**src/quickstart_pkg.sv**
```systemverilog
// Shared constants and types for the quickstart drive link
package quickstart_pkg;
  localparam int unsigned CLK_HZ            = 100_000_000;
  localparam int unsigned HOLD_LIMIT_MS     = 20_000;
  localparam int unsigned SEL_DEADLINE_MS   = 150;
  localparam int unsigned CREEP_LIMIT_MM    = 7;
  localparam int unsigned ENC_SUPER_TIME_MS = 2_000;
  localparam int unsigned MS_CYCLES         = CLK_HZ / 1000;
  localparam int unsigned POS_W             = 16;
  localparam int unsigned FAULT_W           = 3;
  localparam int unsigned FLT_TIME_LIMIT    = 0;
  localparam int unsigned FLT_DURING_TRAVEL = 1;
  localparam int unsigned FLT_CREEP         = 2;
  localparam logic [3:0]  ADDR_CTRL         = 4'h0;
  localparam logic [3:0]  ADDR_STATUS       = 4'h1;
  localparam logic [3:0]  ADDR_IRQ_STAT     = 4'h2;
  localparam logic [3:0]  ADDR_IRQ_MASK     = 4'h3;
  localparam logic [3:0]  ADDR_FAULT        = 4'h4;
  localparam int unsigned CTRL_ENABLE       = 0;
  localparam int unsigned CTRL_DIR          = 1;
  localparam int unsigned CTRL_HOLD         = 2;
  localparam int unsigned CTRL_POS          = 3;
  localparam int unsigned CTRL_INTER        = 4;
  localparam int unsigned CTRL_FAST         = 5;
  localparam int unsigned CTRL_READJ        = 6;
  localparam int unsigned CTRL_PROTO        = 7;
  localparam int unsigned CTRL_W            = 8;
  localparam int unsigned IRQ_W             = 4;
  localparam int unsigned IRQ_READY         = 0;
  localparam int unsigned IRQ_BRAKE         = 1;
  localparam int unsigned IRQ_FAULT         = 2;
  localparam int unsigned IRQ_LATE          = 3;

  typedef enum logic [5:0] {
    ST_IDLE     = 6'b000001,
    ST_ENERGIZE = 6'b000010,
    ST_HOLD     = 6'b000100,
    ST_WAIT_SEL = 6'b001000,
    ST_TRAVEL   = 6'b010000,
    ST_FAULT    = 6'b100000
  } drive_state_t;
endpackage : quickstart_pkg

```
**src/quickstart_if.sv**
```systemverilog
// Discrete and protocol signals between lift controller and drive
`timescale 1ns/1ps
interface quickstart_if;
  logic controller_enable_in;
  logic travel_direction_in;
  logic hold_zero_in;
  logic positioning_speed_sel;
  logic intermediate_speed_sel;
  logic fast_speed_sel;
  logic readjust_speed_sel;
  logic proto_mode;
  logic zero_speed_cmd_bit;
  logic intermediate_speed_cmd_bit;
  logic fast_speed_cmd_bit;
  logic travel_command_bit;
  logic off_switch_bit;
  logic travelling_speed_bit;
  logic travel_direction_bit;
  logic drive_ready_out;
  logic brake_release_out;
  logic travel_active_status_bit;
  logic brake_status_bit;

  modport drive (
    input  controller_enable_in, travel_direction_in, hold_zero_in, positioning_speed_sel,
           intermediate_speed_sel, fast_speed_sel, readjust_speed_sel, proto_mode,
           zero_speed_cmd_bit, intermediate_speed_cmd_bit, fast_speed_cmd_bit,
           travel_command_bit, off_switch_bit, travelling_speed_bit, travel_direction_bit,
    output drive_ready_out, brake_release_out, travel_active_status_bit, brake_status_bit
  );
  modport lift (
    output controller_enable_in, travel_direction_in, hold_zero_in, positioning_speed_sel,
           intermediate_speed_sel, fast_speed_sel, readjust_speed_sel, proto_mode,
           zero_speed_cmd_bit, intermediate_speed_cmd_bit, fast_speed_cmd_bit,
           travel_command_bit, off_switch_bit, travelling_speed_bit, travel_direction_bit,
    input  drive_ready_out, brake_release_out, travel_active_status_bit, brake_status_bit
  );
endinterface : quickstart_if

```
**src/ms_tick.sv**
```systemverilog
// Millisecond enable pulse divider
`timescale 1ns/1ps
module ms_tick
  import quickstart_pkg::*;
#(
  parameter int unsigned DIV = MS_CYCLES
) (
  input  wire logic clk_sys,
  input  wire logic srst,
  output logic      tick
);
  logic [31:0] cnt_reg;
  logic [31:0] cnt_next;
  logic        tick_reg;
  logic        tick_next;

  always_comb begin
    tick_next = 1'b0;
    cnt_next  = cnt_reg + 32'h1;
    if (cnt_reg >= DIV - 1) begin
      cnt_next  = 32'h0;
      tick_next = 1'b1;
    end
  end

  always_ff @(posedge clk_sys) begin
    if (srst) begin
      cnt_reg  <= 32'h0;
      tick_reg <= 1'b0;
    end else begin
      cnt_reg  <= cnt_next;
      tick_reg <= tick_next;
    end
  end

  assign tick = tick_reg;
endmodule : ms_tick

```
**src/quickstart_drive.sv**
```systemverilog
// Drive end: quickstart sequencer with hold supervision
`timescale 1ns/1ps
module quickstart_drive
  import quickstart_pkg::*;
#(
  parameter int unsigned HOLD_LIMIT_CYC = HOLD_LIMIT_MS,
  parameter int unsigned TICK_DIV       = MS_CYCLES,
  parameter int unsigned ENC_TIME_MS    = ENC_SUPER_TIME_MS
) (
  input  wire logic              clk_sys,
  input  wire logic              srst,
  quickstart_if.drive            link,
  input  wire logic              hold_input_configured,
  input  wire logic signed [POS_W-1:0] motor_position,
  input  wire logic              motor_moving,
  input  wire logic              fault_clear,
  output logic                   motor_energized,
  output logic                   zero_speed_regulate,
  output logic [1:0]             speed_select,
  output logic                   encoder_supervision_active,
  output logic                   encoder_fault,
  output logic [FAULT_W-1:0]     fault_code
);
  logic tick;
  ms_tick #(.DIV(TICK_DIV)) u_tick (.clk_sys(clk_sys), .srst(srst), .tick(tick));

  // Two-flop synchronisers for the pin-side inputs
  localparam int unsigned NIN = 15;
  logic [NIN-1:0] raw_in;
  logic [NIN-1:0] s1_reg;
  logic [NIN-1:0] s2_reg;
  assign raw_in = {link.controller_enable_in, link.travel_direction_in, link.hold_zero_in,
                   link.positioning_speed_sel, link.intermediate_speed_sel, link.fast_speed_sel,
                   link.readjust_speed_sel, link.proto_mode, link.zero_speed_cmd_bit,
                   link.intermediate_speed_cmd_bit, link.fast_speed_cmd_bit,
                   link.travel_command_bit, link.off_switch_bit, link.travelling_speed_bit,
                   link.travel_direction_bit};
  always_ff @(posedge clk_sys) begin
    if (srst) begin
      s1_reg <= '0;
      s2_reg <= '0;
    end else begin
      s1_reg <= raw_in;
      s2_reg <= s1_reg;
    end
  end

  logic proto;
  logic hold_req;
  logic start_req;
  logic any_speed;
  logic readj;
  assign proto = s2_reg[7];
  // Discrete or protocol view of the start and hold requests
  assign start_req = proto ? (s2_reg[2] & s2_reg[3] & s2_reg[1] & s2_reg[0])
                           : (s2_reg[14] & s2_reg[13]);
  assign hold_req  = hold_input_configured & (proto ? s2_reg[6] : s2_reg[12]);
  assign readj     = ~proto & s2_reg[8];
  assign any_speed = proto ? (s2_reg[1] & (s2_reg[5] | s2_reg[4]))
                           : (s2_reg[11] | s2_reg[10] | s2_reg[9] | readj);

  drive_state_t          st_reg, st_next;
  logic [31:0]           hold_ms_reg, hold_ms_next;
  logic [31:0]           enc_ms_reg, enc_ms_next;
  logic signed [POS_W-1:0] anchor_reg, anchor_next;
  logic [FAULT_W-1:0]    fault_reg, fault_next;
  logic [1:0]            spd_reg, spd_next;
  logic                  rdy_reg, rdy_next, brk_reg, brk_next, en_reg, en_next;
  logic                  zero_reg, zero_next, encact_reg, encact_next, encflt_reg, encflt_next;
  logic signed [POS_W-1:0] delta;

  assign delta = motor_position - anchor_reg;

  always_comb begin
    st_next     = st_reg;
    hold_ms_next = hold_ms_reg;
    enc_ms_next = enc_ms_reg;
    anchor_next = anchor_reg;
    fault_next  = fault_reg;
    spd_next    = spd_reg;
    encact_next = encact_reg;
    encflt_next = encflt_reg;
    // Readjust beats fast beats intermediate beats positioning
    if (readj) spd_next = 2'h3;
    else if (proto ? s2_reg[4] : s2_reg[9]) spd_next = 2'h2;
    else if (proto ? s2_reg[5] : s2_reg[10]) spd_next = 2'h1;
    else spd_next = 2'h0;
    case (st_reg)
      ST_IDLE: begin
        encact_next = 1'b0;
        if (start_req && hold_req) begin
          st_next     = ST_ENERGIZE;
          anchor_next = motor_position;
        end else if (start_req && any_speed) begin
          st_next = ST_TRAVEL;
        end
      end
      ST_ENERGIZE: begin
        st_next      = ST_HOLD;
        hold_ms_next = 32'h0;
      end
      ST_HOLD: begin
        if (tick) hold_ms_next = hold_ms_reg + 32'h1;
        if (!start_req) st_next = ST_IDLE;
        else if (hold_ms_reg >= HOLD_LIMIT_CYC) begin
          st_next = ST_FAULT;
          fault_next[FLT_TIME_LIMIT] = 1'b1;
        end else if (delta > $signed(POS_W'(CREEP_LIMIT_MM)) ||
                     delta < -$signed(POS_W'(CREEP_LIMIT_MM))) begin
          st_next = ST_FAULT;
          fault_next[FLT_CREEP] = 1'b1;
        end else if (!hold_req) begin
          st_next     = ST_WAIT_SEL;
          enc_ms_next = 32'h0;
          encact_next = 1'b1;
        end
      end
      ST_WAIT_SEL, ST_TRAVEL: begin
        if (tick && encact_reg) enc_ms_next = enc_ms_reg + 32'h1;
        if (encact_reg && motor_moving) encact_next = 1'b0;
        else if (encact_reg && enc_ms_reg >= ENC_TIME_MS) encflt_next = 1'b1;
        if (!start_req) st_next = ST_IDLE;
        else if (hold_req) begin
          st_next = ST_FAULT;
          fault_next[FLT_DURING_TRAVEL] = 1'b1;
        end else if (any_speed) st_next = ST_TRAVEL;
      end
      ST_FAULT: begin
        encact_next = 1'b0;
        if (fault_clear) begin
          st_next    = ST_IDLE;
          fault_next = '0;
          encflt_next = 1'b0;
        end
      end
      default: st_next = ST_IDLE;
    endcase
    // Outputs follow the next state
    rdy_next  = (st_next != ST_IDLE) && (st_next != ST_FAULT);
    en_next   = rdy_next;
    brk_next  = rdy_next && (st_next != ST_ENERGIZE);
    zero_next = (st_next == ST_HOLD) || (st_next == ST_ENERGIZE) || (st_next == ST_WAIT_SEL);
  end

  always_ff @(posedge clk_sys) begin
    if (srst) begin
      st_reg      <= ST_IDLE;
      hold_ms_reg <= 32'h0;
      enc_ms_reg  <= 32'h0;
      anchor_reg  <= '0;
      fault_reg   <= '0;
      spd_reg     <= 2'h0;
      rdy_reg     <= 1'b0;
      brk_reg     <= 1'b0;
      en_reg      <= 1'b0;
      zero_reg    <= 1'b0;
      encact_reg  <= 1'b0;
      encflt_reg  <= 1'b0;
    end else begin
      st_reg      <= st_next;
      hold_ms_reg <= hold_ms_next;
      enc_ms_reg  <= enc_ms_next;
      anchor_reg  <= anchor_next;
      fault_reg   <= fault_next;
      spd_reg     <= spd_next;
      rdy_reg     <= rdy_next;
      brk_reg     <= brk_next;
      en_reg      <= en_next;
      zero_reg    <= zero_next;
      encact_reg  <= encact_next;
      encflt_reg  <= encflt_next;
    end
  end

  assign link.drive_ready_out          = rdy_reg;
  assign link.brake_release_out        = brk_reg;
  assign link.travel_active_status_bit = rdy_reg;
  assign link.brake_status_bit         = brk_reg;
  assign motor_energized               = en_reg;
  assign zero_speed_regulate           = zero_reg;
  assign speed_select                  = spd_reg;
  assign encoder_supervision_active    = encact_reg;
  assign encoder_fault                 = encflt_reg;
  assign fault_code                    = fault_reg;
endmodule : quickstart_drive

```
**src/flat_wrapper.sv**
```systemverilog
// flat-port wrapper written by rule: the top's interface ports become plain ports
module quickstart_drive_flat import quickstart_pkg::*;
#(
  parameter int unsigned HOLD_LIMIT_CYC = HOLD_LIMIT_MS,
  parameter int unsigned TICK_DIV       = MS_CYCLES,
  parameter int unsigned ENC_TIME_MS    = ENC_SUPER_TIME_MS
)
  (clk_sys, srst, hold_input_configured, motor_position, motor_moving, fault_clear, motor_energized, zero_speed_regulate, speed_select, encoder_supervision_active, encoder_fault, fault_code, link_controller_enable_in, link_travel_direction_in, link_hold_zero_in, link_positioning_speed_sel, link_intermediate_speed_sel, link_fast_speed_sel, link_readjust_speed_sel, link_proto_mode, link_zero_speed_cmd_bit, link_intermediate_speed_cmd_bit, link_fast_speed_cmd_bit, link_travel_command_bit, link_off_switch_bit, link_travelling_speed_bit, link_travel_direction_bit, link_drive_ready_out, link_brake_release_out, link_travel_active_status_bit, link_brake_status_bit);
  quickstart_if link_i ();
  input  wire logic clk_sys;
  input  wire logic srst;
  input  wire logic hold_input_configured;
  input  wire logic signed [POS_W-1:0] motor_position;
  input  wire logic motor_moving;
  input  wire logic fault_clear;
  output logic motor_energized;
  output logic zero_speed_regulate;
  output logic [1:0] speed_select;
  output logic encoder_supervision_active;
  output logic encoder_fault;
  output logic [FAULT_W-1:0] fault_code;
  input wire logic [$bits(link_i.controller_enable_in)-1:0] link_controller_enable_in;
  input wire logic [$bits(link_i.travel_direction_in)-1:0] link_travel_direction_in;
  input wire logic [$bits(link_i.hold_zero_in)-1:0] link_hold_zero_in;
  input wire logic [$bits(link_i.positioning_speed_sel)-1:0] link_positioning_speed_sel;
  input wire logic [$bits(link_i.intermediate_speed_sel)-1:0] link_intermediate_speed_sel;
  input wire logic [$bits(link_i.fast_speed_sel)-1:0] link_fast_speed_sel;
  input wire logic [$bits(link_i.readjust_speed_sel)-1:0] link_readjust_speed_sel;
  input wire logic [$bits(link_i.proto_mode)-1:0] link_proto_mode;
  input wire logic [$bits(link_i.zero_speed_cmd_bit)-1:0] link_zero_speed_cmd_bit;
  input wire logic [$bits(link_i.intermediate_speed_cmd_bit)-1:0] link_intermediate_speed_cmd_bit;
  input wire logic [$bits(link_i.fast_speed_cmd_bit)-1:0] link_fast_speed_cmd_bit;
  input wire logic [$bits(link_i.travel_command_bit)-1:0] link_travel_command_bit;
  input wire logic [$bits(link_i.off_switch_bit)-1:0] link_off_switch_bit;
  input wire logic [$bits(link_i.travelling_speed_bit)-1:0] link_travelling_speed_bit;
  input wire logic [$bits(link_i.travel_direction_bit)-1:0] link_travel_direction_bit;
  output wire logic [$bits(link_i.drive_ready_out)-1:0] link_drive_ready_out;
  output wire logic [$bits(link_i.brake_release_out)-1:0] link_brake_release_out;
  output wire logic [$bits(link_i.travel_active_status_bit)-1:0] link_travel_active_status_bit;
  output wire logic [$bits(link_i.brake_status_bit)-1:0] link_brake_status_bit;
  assign link_i.controller_enable_in = link_controller_enable_in;
  assign link_i.travel_direction_in = link_travel_direction_in;
  assign link_i.hold_zero_in = link_hold_zero_in;
  assign link_i.positioning_speed_sel = link_positioning_speed_sel;
  assign link_i.intermediate_speed_sel = link_intermediate_speed_sel;
  assign link_i.fast_speed_sel = link_fast_speed_sel;
  assign link_i.readjust_speed_sel = link_readjust_speed_sel;
  assign link_i.proto_mode = link_proto_mode;
  assign link_i.zero_speed_cmd_bit = link_zero_speed_cmd_bit;
  assign link_i.intermediate_speed_cmd_bit = link_intermediate_speed_cmd_bit;
  assign link_i.fast_speed_cmd_bit = link_fast_speed_cmd_bit;
  assign link_i.travel_command_bit = link_travel_command_bit;
  assign link_i.off_switch_bit = link_off_switch_bit;
  assign link_i.travelling_speed_bit = link_travelling_speed_bit;
  assign link_i.travel_direction_bit = link_travel_direction_bit;
  assign link_drive_ready_out = link_i.drive_ready_out;
  assign link_brake_release_out = link_i.brake_release_out;
  assign link_travel_active_status_bit = link_i.travel_active_status_bit;
  assign link_brake_status_bit = link_i.brake_status_bit;
  quickstart_drive #(.HOLD_LIMIT_CYC(HOLD_LIMIT_CYC), .TICK_DIV(TICK_DIV), .ENC_TIME_MS(ENC_TIME_MS)) u_core (.clk_sys(clk_sys), .srst(srst), .link(link_i), .hold_input_configured(hold_input_configured), .motor_position(motor_position), .motor_moving(motor_moving), .fault_clear(fault_clear), .motor_energized(motor_energized), .zero_speed_regulate(zero_speed_regulate), .speed_select(speed_select), .encoder_supervision_active(encoder_supervision_active), .encoder_fault(encoder_fault), .fault_code(fault_code));
endmodule
```
**config.mk**
```make
export PLATFORM = sky130hd
export DESIGN_NAME = quickstart_drive_flat
export DESIGN_NICKNAME = d
export VERILOG_FILES = /design/src/quickstart_pkg.sv /design/src/quickstart_if.sv /design/src/ms_tick.sv /design/src/quickstart_drive.sv /design/src/flat_wrapper.sv
export SDC_FILE = /design/constraint.sdc
export NUM_CORES = 1
export LEC_CHECK = 0
export ABC_AREA = 1
export BUFFER_PORTS_ARGS = -buffer_cell sky130_fd_sc_hd__buf_4
export CORE_MARGIN = 4
export CORE_UTILIZATION = 56
export DETAILED_ROUTE_END_ITERATION = 7
export GPL_ROUTABILITY_DRIVEN = 0
export PLACE_DENSITY = 0.77
export REMOVE_ABC_BUFFERS = 1
export SKIP_LAST_GASP = 1
export SYNTH_ARGS = -nofsm -noshare
export SYNTH_HDL_FRONTEND = slang
export SYNTH_SLANG_ARGS = --single-unit
```
**constraint.sdc**
```tcl
create_clock -name clk_sys -period 2.8 [get_ports clk_sys]
set_input_delay 0.56 -clock clk_sys [delete_from_list [all_inputs] [get_ports clk_sys]]
set_output_delay 0.56 -clock clk_sys [all_outputs]
set_load 0.02 [all_outputs]
```
# Yosys cells after proc, flatten, opt, wreduce, memory -nomap -nowiden
# Index checks and enable logic that the tools add are counted.
# classes
reduce_logical	26
addsub	4
mux	49
eq_ne	26
bitwise_logic	12
order_cmp	5
# op_table
op	count
$mux W32	6
$pmux W32 S2	2
$add A32 B1 Y32 const B	3
$mux W6	10
$ge A32 B11 Y1 const B	1
$ge A32 B15 Y1 const B	1
$ge A32 B17 Y1 const B	1
$pmux W6 S5	1
$mux W1	22
$gt A16 B4 Y1 const B	1
$lt A16 B4 Y1 const B	1
$ne A2 B1 Y1 const B	8
$sub A16 B16 Y16	1
$eq A6 B2 Y1 const B	2
$eq A6 B3 Y1 const B	2
$eq A6 B4 Y1 const B	2
$ne A2 B2 Y1 const B	6
$reduce_and A4 Y1	3
$reduce_and A6 Y1	2
$pmux W1 S2	4
$reduce_bool A2 Y1	4
$and A1 B1 Y1	7
$logic_and A1 B1 Y1	7
$eq A6 B1 Y1 const B	1
other kinds (15)	24
# totals
in_bits	36
word_cells	139
ff_bits	159
output_inout_bits	13

# Longest topological paths before layout
# Gate-level depths: netlist of the first run.
# depth
depth_word	11
ltp_mapped	21
ltp_nobuf	21

# Modules after synthesis
# A second synthesis of the first run with hierarchy kept.
# unflattened
hier_cells	1341
hier_area_um2	8829.7
# modules_own_cells
module	instances	cells_per_inst	area_each_um2
quickstart_drive	1	1191	7569.8
ms_tick	1	150	1260.0

# Worst setup path after synthesis of the first run
# Ideal clock, no wire load.
# synth_timing
kind	in2reg
from	input port motor_position[0]
to	register u_core.enc_ms_reg[0]
cell_stages	19
path_buffers	1
path_slack_ns	0.128
arrival_ns	2.560
setup_ns	0.112
required_time_ns	2.688
path_cell_list	inv_1 ha_1 inv_1 fa_1 nand2_1 nand2_2 nand3_1 nand2_1 nand2_1 nand2_1 nand2_1 nand2_1 nor2_1 nand3_2 nand3_4 nand3_4 buf_6 a21oi_2 nor2_1
# synth_between
elab_chain_cells	5
elab_cells_between_ends	6
cone_classes	add/sub: 1; order compare: 2; eq/ne: 1; reduce/logical: 2
# synth_rtl
item	line	rtl
start, declared	flat_wrapper.sv:13	input wire logic signed [POS_W-1:0] motor_position;
$sub A16 B16 Y16 (*)	quickstart_drive.sv:72	assign delta = motor_position - anchor_reg;
$gt A16 B4 Y1 / $lt A16 B4 Y1 (equally long branches)	quickstart_drive.sv:108, quickstart_drive.sv:109	
$logic_or A1 B1 Y1 (*)	quickstart_drive.sv:108	end else if (delta > $signed(POS_W'(CREEP_LIMIT_MM)) ||
$ne A2 B2 Y1 (no source line) (*)	-	
$reduce_and A6 Y1 (no source line) (*)	-	
end signal, assigned	quickstart_drive.sv:162	enc_ms_reg <= enc_ms_next;
end, declared	quickstart_drive.sv:64	logic [31:0] enc_ms_reg, enc_ms_next;
# Every way passes the cells marked *; elsewhere a longest branch is shown, timed or not.
# A chain may end at the register's enable or synchronous reset.

# Final worst setup path of the first run
# layout_timing
from	register u_core.anchor_reg[3]
to	register u_core.enc_ms_reg[18]
# layout_between
elab_chain_cells	5
elab_cells_between_ends	6
cone_classes	add/sub: 1; order compare: 2; eq/ne: 1; reduce/logical: 2
# layout_rtl
item	line	rtl
start, declared	quickstart_drive.sv:65	logic signed [POS_W-1:0] anchor_reg, anchor_next;
start signal, assigned	quickstart_drive.sv:163	anchor_reg <= anchor_next;
$sub A16 B16 Y16 (*)	quickstart_drive.sv:72	
$gt A16 B4 Y1 / $lt A16 B4 Y1 (equally long branches)	quickstart_drive.sv:108, quickstart_drive.sv:109	
$logic_or A1 B1 Y1 (*)	quickstart_drive.sv:108	
$ne A2 B2 Y1 (no source line) (*)	-	
$reduce_and A6 Y1 (no source line) (*)	-	
# Marks and branches as above.

==> out/metrics.csv, run 1 <==
metric;value;unit
min_from;link_controller_enable_in;
hold_end;u_core.s1_reg[14];
switching_power;1.37;mW
drcViolationCount;0;
cts-root-buf;clkbuf_16;
dp.cells;1510;
ys_types;48;
critPathRequiredTime;3.08;ns
arrival;2.84;ns
critPathKind;reg -> reg;
final_antenna_net_count;0;
start_util;0.581;
wirelength;20300;µm
die_area;17400;µm²
ff2ff_setup_slack;0.24;ns
p_leak;3.97;nW
core;14800;µm²
timing.rr.start;u_core.anchor_reg[3];
slew_viol_final;0;
post-route-util;0.671;
hold_ws;0.326;ns
synthMuxAreaShare;0;
drive_above_1_share;0.114;
drt-initial-drc-count;741;
drt_first_pass_iters;6;
async_flop_share;0;
finalClockSkew;0.00974;ns
period_minus_slack;2.56;ns
synth.avg_cell_area;6.71;µm²
postLayoutCellArea;9900;µm²
cts-buffers-inserted;17;
rsz0062_at_grt;no;
synth_compound_area_frac;0.108;
power.total;5.03;mW
placed_area;9230;µm²
vias;8263;
finalSetupViolCount;0;
yosysSeqAreaShare;0.371;
reg2reg_depth;18;
place_ws;-0.148;ns
synth-edff-count;0;
ys.flop_type;dfxtp_1;
p_int;3.66;mW
fmax;0.390;GHz
area_growth;15.4;%
multi_input_area;4550;µm²
holdBufCountCts;0;
grt_util_all_layers;0.226;
crit_path_start_kind;flop;
ir_drop;0.000457;V
clkSlewWorstSetupHoldPaths;0.07;ns
hpwl;14300;µm
cp_slowest_stage_delay;0.43;ns
synth_cells;1278;
synth_xor_area_frac;0.0357;
slowest_stage;ha_1;
p_per_area;508;nW/µm²
fillers;1286;
path_max_fanout;33;
timing.final.ws_setup;0.238;ns
p_comb_frac;0.066;
diodes;0;
cts.sinks;159;
whs_path_depth;3;
worst_slew_pin_slew;0.792;ns
hold_class;in -> reg;
syn_area;8580;µm²
dieWidth;132;µm
io_pins;49;
post_drt_wl_per_cell;13.2;µm
seqPwrFrac;0.458;
grt_max_degree;78;
io_buffers;48;
clk_latency;0.43;ns
antenna_found_initial;0;
switching_share;0.272;
cts_tree;built;
seqCellArea;3180;µm²
synth_seq_cells;159;
post_cts_resized;0;
fp-row-count;44;
yosys_warnings;0;
grt.overflow.total;0;
max_slew_margin;0.472;
p_clk_frac;0.475;
synth_fa_ha_area_frac;0.0315;
first_global_vias;7376;
yosys.area_share.simple;0.348;
tns;0;ns
cp_common_cell;nand2_1;
cts_buffer_depth;2;
post_cts_buffers;0;
nets;1403;
worstPathCellList;inv_1 > ha_1 > inv_2 > nand2_2 > nand3_2 > nand2_2 > nand2_1 > nand2_1 > nand2_1 > nor2_1 > nand3_1 > nor2_2 > nand3_2 > nand3_4 > nand3_4 > buf_12 > nand2_1 > a21oi_1;
viasPerCell;5.36;
end_kind;flop;
final-hold-violation-count;0;
final_cell_count_no_fill;1543;
synth_top_family_by_area;simple AND/OR/NAND/NOR gates;
h-tree-depth;4;
grt_pass1_wl;33300;µm
status;finished clean;
rr_endpoint;u_core.enc_ms_reg[18];
die_h;132;µm
maxCapViolations;0;
timing.final.crit_share;0.915;
## synthesized netlist by cell type, types with 2 or more instances
cell type,number,area (µm²)
a211oi_1,4,30.0
inv_1,181,679
buf_1,2,7.51
o21ai_0,40,200
nor3b_1,4,30.0
nor3_1,34,170
or2_2,7,43.8
nand3_4,2,35.0
xnor2_1,8,70.1
clkbuf_1,23,86.3
dfxtp_1,159,3180
buf_2,5,25.0
buf_6,5,56.3
o21a_1,2,15.0
nor2_2,6,37.5
ha_1,20,250
a31oi_1,7,43.8
nand2_1,276,1040
nand2_2,9,56.3
buf_4,4,30.0
nand3b_1,3,22.5
nor4_1,20,125
a31o_2,2,17.5
nand3_2,6,60.1
o31ai_1,2,15.0
xor2_1,27,236
nand3_1,60,300
a21oi_2,3,26.3
inv_2,7,26.3
a21oi_1,102,510
nand4_1,57,357
nor2_1,175,657
## metal layers
metal | wire (µm) | track usage | up-vias
met5 | 0 | 0 | -
met4 | 397 | 0.0683 | 0
met3 | 1070 | 0.0492 | 50
met2 | 9480 | 0.375 | 262
met1 | 9350 | 0.297 | 3686
li1 | - | - | 4265
## cells in the final DEF, fill, tap and decap left out, types with 2 or more instances in the layout
cell	n
nand2_1	274
inv_1	181
nor2_1	175
dfxtp_1	159
a21oi_1	102
buf_4	71
nand3_1	60
nand4_1	57
o21ai_0	40
nor3_1	34
xor2_1	27
nor4_1	20
ha_1	19
clkbuf_16	18
conb_1	15
nand2_2	11
xnor2_1	8
a31oi_1	7
inv_2	7
or2_2	7
nor2_2	6
nand3_2	6
clkinv_8	5
nor3b_1	4
a211oi_1	4
inv_12	4
nand3b_1	3
a21oi_2	3
inv_8	3
a31o_2	2
o31ai_1	2
nand3_4	2
o21a_1	2
clkinv_4	2
buf_12	2
## kinds of logic after synthesis
| group | after synthesis |
|---|---|
| simple gates | 665 |
| buf+inv | 227 |
| compound gates | 170 |
| flops | 159 |
| xor+xnor | 35 |
| fa+ha+maj | 21 |
| other cells | 1 |
## layout make-up
cell class / instances / share of cell area
Clock inverter: 15 / 0.0209
Inverter: 188 / 0.0713
Timing Repair Buffer: 74 / 0.0604
Clock buffer: 17 / 0.0430
Tap cell: 184 / 0.0233
Multi-Input combinational cell: 906 / 0.460
Sequential cell: 159 / 0.322
## power groups by stage
stage,Sequential [mW],Clock (mW),Combinational [mW]
finish,2.31,2.39,0.334
CTS,2.31,2.43,0.329
floorplan,2.36,0,0.195
global placement,2.36,0,0.321
detailed placement,2.36,0,0.325
global route,2.31,2.54,0.376
## how the worst max path moves through the flow
stage	slack, ns	depth (start not counted)	endpoint	startpoint
after global routing	0.009	18	u_core.enc_ms_reg[10]	u_core.anchor_reg[2]
after CTS	0.26	18	u_core.enc_ms_reg[18]	u_core.anchor_reg[0]
after global placement	-0.08	21	u_core.enc_ms_reg[0]	motor_position[0]
after detailed placement	-0.15	20	u_core.enc_ms_reg[18]	motor_position[0]
final	0.24	18	u_core.enc_ms_reg[18]	u_core.anchor_reg[3]
after floorplan	-0.14	18	u_core.enc_ms_reg[0]	motor_position[0]
## worst max-delay path, delay by kind of cell (launching register included)
family,cells,cell delay (ns)
flip-flops,1,0.31
adder cells (fa/ha/maj),1,0.43
AO/OA/AOI/OAI,1,0.06
buffers and inverters,3,0.32
AND/OR/NAND/NOR,13,1.30
No activity file was read; power rests on OpenSTA's default activity.
==> inputs of run 2 (changes only) <==
- ABC_AREA: 1 -> unset
- CORE_UTILIZATION: 56 -> 55
- PLACE_DENSITY: 0.77 -> 0.76
==> run 2 against run 1 <==
Critical path depth is 2 lower. Clock-buffer cell count stayed put. Die area is 4.6% lower. Non-clock buffer count is 67 higher. The flow now finishes with violations (setup timing). Clock skew is 0.0019 ns higher. Sequential power hardly changed. Cell area is 2.1% higher. Via count is 15% lower.
==> out/metrics.csv, run 2 <==
metric;value;unit;change
synth-edff-count;0;;unchanged
die_h;129;µm;-2.3%
period_minus_slack;3.47;ns;+0.903 ns
post_drt_wl_per_cell;14.5;µm;+10%
yosys_warnings;0;;unchanged
final-hold-violation-count;0;;unchanged
h-tree-depth;4;;unchanged
p_int;3.72;mW;+1.7%
final_cell_count_no_fill;1247;;-19%
cts_tree;built;;
antenna_found_initial;0;;unchanged
vias;7018;;-15%
dieWidth;129;µm;-2.3%
min_from;link_zero_speed_cmd_bit;;
path_max_fanout;9;;-73%
cts-buffers-inserted;17;;unchanged
core;14100;µm²;-4.5%
seqPwrFrac;0.455;;-0.003
grt_max_degree;67;;-14%
fmax;0.289;GHz;-26%
slowest_stage;or4_4;;
critPathRequiredTime;3.17;ns;+0.09 ns
reg2reg_depth;14;;-4
violations;setup timing;;
worstPathCellList;buf_4 > inv_1 > ha_4 > inv_2 > fa_2 > a21o_1 > a221oi_4 > a21oi_2 > or4_4 > a21oi_2 > and4_4 > o211ai_4 > buf_12 > bufbuf_16 > a211oi_4 > mux2i_1;;
drt_first_pass_iters;5;;-1
io_buffers;48;;unchanged
crit_path_start_kind;primary input;;
cp_common_cell;a21oi_2;;
worst_slew_pin_slew;0.629;ns;-0.163 ns
power.total;5.07;mW;+0.77%
dp.cells;1200;;-21%
synth_area_leaders;dfxtp_1 40%, a21oi_1 5.0%, nand2_1 4.4%;;
timing.rr.start;u_core.anchor_reg[0];;
nets;1111;;-21%
grt_pass1_wl;30200;µm;-9.3%
synth.most_common_cell;dfxtp_1;;
wirelength;18100;µm;-11%
io_pins;49;;unchanged
clk_latency;0.43;ns;about the same
async_flop_share;0;;unchanged
timing.final.crit_share;1.24;;+0.323
drive_above_1_share;0.213;;+0.0987
synth_commonest_cells;159 x dfxtp_1, 93 x nand2_1, 80 x a21oi_1;;
drt-initial-drc-count;503;;-32%
syn_area;8010;µm²;-6.6%
ys.flop_type;dfxtp_1;;
yosysSeqAreaShare;0.397;;+0.0262
max_slew_margin;0.581;;+0.108
ir_drop;0.000492;V;+7.6%
switching_share;0.265;;-0.00667
end_kind;flop;;
fp-row-count;43;;-2.3%
switching_power;1.35;mW;-1.7%
holdBufCountCts;0;;unchanged
postLayoutCellArea;10100;µm²;+2.1%
p_clk_frac;0.474;;about the same
cts.sinks;159;;unchanged
crit_family;compound AO/OA/AOI/OAI gates;;
grt.overflow.total;0;;unchanged
p_per_area;502;nW/µm²;-1.3%
status;finished with violations;;
finalSetupViolCount;39;;+39
cp_slowest_stage_delay;0.49;ns;+0.06 ns
grt_util_all_layers;0.220;;-0.00588
ff2ff_setup_slack;-0.66;ns;-0.90 ns
clkSlewWorstSetupHoldPaths;0.07;ns;about the same
hold_class;in -> reg;;
rsz0062_at_grt;yes;;
crit_buf_inv;5;;+2
die_area;16600;µm²;-4.6%
first_global_vias;6587;;-11%
place_ws;-0.959;ns;-0.812 ns
hpwl;11800;µm;-18%
hold_ws;0.335;ns;+0.00958 ns
yosysTopAreaCell;dfxtp_1;;
p_comb_frac;0.071;;+0.005
maxCapViolations;0;;unchanged
critPathKind;in -> reg;;
cts_buffer_depth;2;;unchanged
viasPerCell;5.63;;+5.1%
synth.avg_cell_area;8.60;µm²;+28%
slew_viol_final;0;;unchanged
final_antenna_net_count;0;;unchanged
timing.final.ws_setup;-0.666;ns;-0.903 ns
final_cell_mix;158 x dfxtp_1, 123 x buf_4, 93 x nand2_1;;
hold_end;u_core.s1_reg[6];;
start_util;0.569;;-0.0130
p_leak;3.78;nW;-4.8%
tns;-19.49;ns;-19.49 ns
synth_seq_cells;159;;unchanged
final_common_cell;dfxtp_1;;
ys_types;64;;+33%
synth_cells;932;;-27%
drcViolationCount;0;;unchanged
synth_top_area_share;0.397;;+0.0262
whs_path_depth;2;;-1
post-route-util;0.717;;+0.0463
finalClockSkew;0.0116;ns;+0.00187 ns
area_growth;26.1;%;
rr_endpoint;u_core.enc_ms_reg[19];;
arrival;3.83;ns;+0.99 ns
cts-root-buf;clkbuf_16;;
diodes;0;;unchanged
placed_area;9010;µm²;-2.4%
==> run 2: cell count changes after synthesis, sizes merged, moves of 25 or more <==
cell and delta:
nand4 -32, nand3b +33, nand3 -29, nand2 -192
a21oi -25, nor2 -118, inv -157, mux2i +32
or3b +30, nor2b +36
==> run 2: worst reg2reg max path, stage by stage (launching register included) <==
cell and delay [ns]:
dfxtp_2 0.35, ha_4 0.13, inv_2 0.03, fa_2 0.33, a21o_1 0.23, a221oi_4 0.33
a21oi_2 0.11, or4_4 0.49, a21oi_2 0.15, and4_4 0.26, o211ai_4 0.14, buf_12 0.19
bufbuf_16 0.28, a211oi_4 0.20, mux2i_1 0.19
==> run 2: power by group through the flow <==
stage / clock network [mW] / registers (mW) / logic (mW)
global route: 2.54 / 2.31 / 0.395
CTS: 2.45 / 2.31 / 0.345
global placement: 0 / 2.36 / 0.328
floorplan: 0 / 2.36 / 0.169
finish: 2.41 / 2.31 / 0.359
detailed placement: 0 / 2.36 / 0.334
==> run 2: how the worst max path moves through the flow <==
stage | to | slack (ns) | start | cells after the start
after floorplan | u_core.enc_ms_reg[3] | -1.41 | motor_position[0] | 13
after global placement | u_core.enc_ms_reg[6] | -0.88 | motor_position[0] | 16
after detailed placement | u_core.enc_ms_reg[4] | -0.96 | motor_position[0] | 16
after CTS | u_core.enc_ms_reg[16] | -0.57 | u_core.anchor_reg[0] | 14
after global routing | u_core.enc_ms_reg[19] | -0.79 | u_core.anchor_reg[0] | 14
final | u_core.enc_ms_reg[19] | -0.67 | motor_position[0] | 16
==> run 2: layout make-up <==
cell class                 instances  area [µm²]
clock buffer                      17         425
fill                            1048        3990
clock inverter                    15         221
tap                              180         225
timing repair buffer             141        1230
multi-input combinational        704        4710
inverter                          31         116
sequential                       159        3180
==> run 2: cell families (layout without fill, tap and decap cells) <==
kind of cell / count (synthesis) / in the layout / synth area share
AND/OR/NAND/NOR: 425 / 425 / 0.295
other: 1 / 15 / 0.000468
XOR/XNOR: 34 / 34 / 0.0372
adder cells (fa/ha/maj): 21 / 21 / 0.0337
AO/OA/AOI/OAI: 172 / 172 / 0.144
multiplexers: 37 / 37 / 0.0470
flip-flops: 159 / 159 / 0.397
buffers and inverters: 83 / 204 / 0.0457
==> run 2: routing by layer <==
metal / part of all wire / vias up / track usage
li1: - / 3561 / -
met1: 0.46 / 3290 / 0.285
met2: 0.48 / 138 / 0.366
met3: 0.046 / 29 / 0.0490
met4: 0.017 / 0 / 0.0716
met5: 0 / - / 0
==> run 2: repair_timing <==
item | in CTS | in global routing
endpoints found under the setup margin | 40 | 40
setup buffers | 11 | 3
pin swaps | 7 | 12
hold endpoints to repair | 0 | 0
resized for setup | 36 | 20
gates cloned | 4 | 0
==> inputs of run 3 (changes only) <==
- CELL_PAD_IN_SITES_DETAIL_PLACEMENT: unset -> 1
- CELL_PAD_IN_SITES_GLOBAL_PLACEMENT: unset -> 1
- CORE_UTILIZATION: 55 -> 42
- PLACE_DENSITY: 0.76 -> unset
- PLACE_DENSITY_LB_ADDON: unset -> 0.1
==> run 3 against run 2 <==
The run still ends with setup timing left. Die area increased by 29%. Hold slack got worse by 0.0043 ns. Sequential share of layout area decreased by 0.17 points. Global-route usage decreased by 2.8 points. First-iteration DRC count decreased by 57%. Utilization decreased by 17 points. Critical path type is now reg -> reg. Critical endpoint is now u_core.enc_ms_reg[3]. Largest cell class unchanged. Largest power group unchanged.
==> out/metrics.csv, run 3 (same netlist as run 2, synthesis figures left out) <==
metric;value;unit;change
status;finished with violations;;
violations;setup timing;;
finalSetupViolCount;40;;+2.6%
p_per_area;507;nW/µm²;+1.1%
timing.final.crit_share;1.25;;+0.0124
viasPerCell;5.40;;-4.1%
drt_first_pass_iters;4;;-1
max_slew_margin;0.549;;-0.0320
rsz0062_at_grt;yes;;
grt_util_all_layers;0.193;;-0.0275
crit_path_end;u_core.enc_ms_reg[3];;
clkSlewWorstSetupHoldPaths;0.08;ns;about the same
critPathRequiredTime;3.14;ns;-0.03 ns
critical_path.startpoint;u_core.anchor_reg[0];;
cts_buffer_depth;2;;unchanged
fillers;2197;;+110%
antenna_found_initial;0;;unchanged
area_growth;26.8;%;
reg2reg_depth;15;;+1
hold_class;in -> reg;;
grt_pass1_wl;34700;µm;+15%
nets;1115;;+0.36%
diodes;0;;unchanged
slowest_stage;dfxtp_2;;
crit_path_start_kind;flop;;
final-hold-violation-count;0;;unchanged
final_common_cell;dfxtp_1;;
wirelength;20800;µm;+15%
timing.final.ws_setup;-0.700;ns;-0.0348 ns
rr_endpoint;u_core.enc_ms_reg[3];;
dieWidth;146;µm;+14%
ir_drop;0.000412;V;-16%
clk_latency;0.44;ns;about the same
drt-initial-drc-count;215;;-57%
start_util;0.428;;-0.140
path_max_fanout;9;;unchanged
drive_above_1_share;0.206;;-0.00640
period_minus_slack;3.50;ns;+0.0348 ns
ff2ff_setup_slack;-0.70;ns;-0.04 ns
slew_viol_final;0;;unchanged
post_drt_wl_per_cell;16.0;µm;+10%
grt_max_degree;57;;-15%
cts-root-buf;clkbuf_16;;
h-tree-depth;4;;unchanged
maxCapViolations;0;;unchanged
arrival;3.84;ns;about the same
final_antenna_net_count;0;;unchanged
die_area;21400;µm²;+29%
end_kind;flop;;
timing.rr.start;u_core.anchor_reg[0];;
p_leak;3.81;nW;+0.81%
critPathKind;reg -> reg;;
grt.overflow.total;0;;unchanged
worstPathCellList;ha_4 > inv_2 > fa_2 > a21o_1 > a221oi_4 > buf_4 > a21o_1 > a211oi_2 > o31a_1 > and4b_2 > o211ai_4 > buf_12 > buf_12 > or3b_1 > mux2i_1;;
die_h;146;µm;+14%
fp-row-count;50;;+16%
postLayoutCellArea;10200;µm²;+0.55%
cts.sinks;159;;unchanged
finalClockSkew;0.0141;ns;+0.00253 ns
drcViolationCount;0;;unchanged
hpwl;13700;µm;+16%
vias;7046;;+0.40%
io_buffers;48;;unchanged
core;18700;µm²;+33%
io_pins;49;;unchanged
placed_area;9110;µm²;+1.1%
worst_slew_pin_slew;0.677;ns;+0.0481 ns
cts-buffers-inserted;17;;unchanged
fmax;0.286;GHz;-0.99%
first_global_vias;7080;;+7.5%
final_cell_mix;158 x dfxtp_1, 133 x buf_4, 93 x nand2_1;;
post-route-util;0.543;;-0.174
cp_slowest_stage_delay;0.36;ns;-0.13 ns
cts_tree;built;;
## run 3: cell types whose count changed in the layout (fill, tap and decap cells not counted), sizes merged
| cell | delta |
|---|---|
| clkbuf | +2 |
| inv | +1 |
| buf | +3 |
| clkinv | -1 |
| bufbuf | -1 |
## run 3: cell type report
class | count | area (µm²) | area share
well taps | 234 | 293 | 0.0288
multi-input cells | 704 | 4630 | 0.456
flip-flops and latches | 159 | 3180 | 0.313
inverters | 31 | 116 | 0.0114
clock inverters | 15 | 224 | 0.0220
repair buffers | 145 | 1290 | 0.127
clock buffers | 17 | 425 | 0.0419
## run 3: worst max-delay path, delay by kind of cell, from the launching register on
kind	cells	cell delay (ns)
AOI/OAI and AO/OA	6	1.23
and+or+nand+nor	2	0.61
buffers and inverters	4	0.53
adders and majority gates	2	0.47
DFF	1	0.36
muxes	1	0.21
## run 3: worst min path at each step
stage	from	end	depth (start not counted)
final	link_proto_mode	u_core.s1_reg[7]	2
after detailed placement	u_core.s1_reg[6]	u_core.s2_reg[6]	1
after floorplan	u_core.s1_reg[0]	u_core.s2_reg[0]	1
after global routing	link_intermediate_speed_cmd_bit	u_core.s1_reg[5]	2
after CTS	link_proto_mode	u_core.s1_reg[7]	2
after global placement	u_core.s1_reg[5]	u_core.s2_reg[5]	1
## run 3: layer usage
metal,vias to the layer above,routed length (µm),GRT usage
met5,-,0,0
met4,0,247,0.0536
met3,18,618,0.0376
met2,81,10100,0.328
met1,3377,9910,0.250
li1,3570,-,-
## run 3: report_power, final
part / internal [mW] / switching (mW)
clock: 1.26 / 1.23
combinational: 0.185 / 0.176
sequential: 2.29 / 0.0115
total: 3.74 / 1.42
## run 3: timing repair
action | CTS | global route
resized for setup | 24 | 11
cloned | 5 | 2
setup endpoints to repair | 40 | 47
buffers inserted | 8 | 4
hold buffers | 0 | 0
pin swaps | 5 | 8
## run 3: through the flow
step	setup slack, ns	total power [mW]	hold slack [ns]	cells	TNS (ns)
5_1_grt	-0.846	5.36	0.321	1305	-28.37
2_1_floorplan	-1.41	2.53	0.414	894	-48.32
6_report	-0.700	5.15	0.331	1305	-21.40
4_1_cts	-0.686	5.21	0.312	1301	-22.22
3_3_place_gp	-1.00	2.70	0.422	1256	-35.10
3_5_place_dp	-1.13	2.71	0.429	1256	-39.37
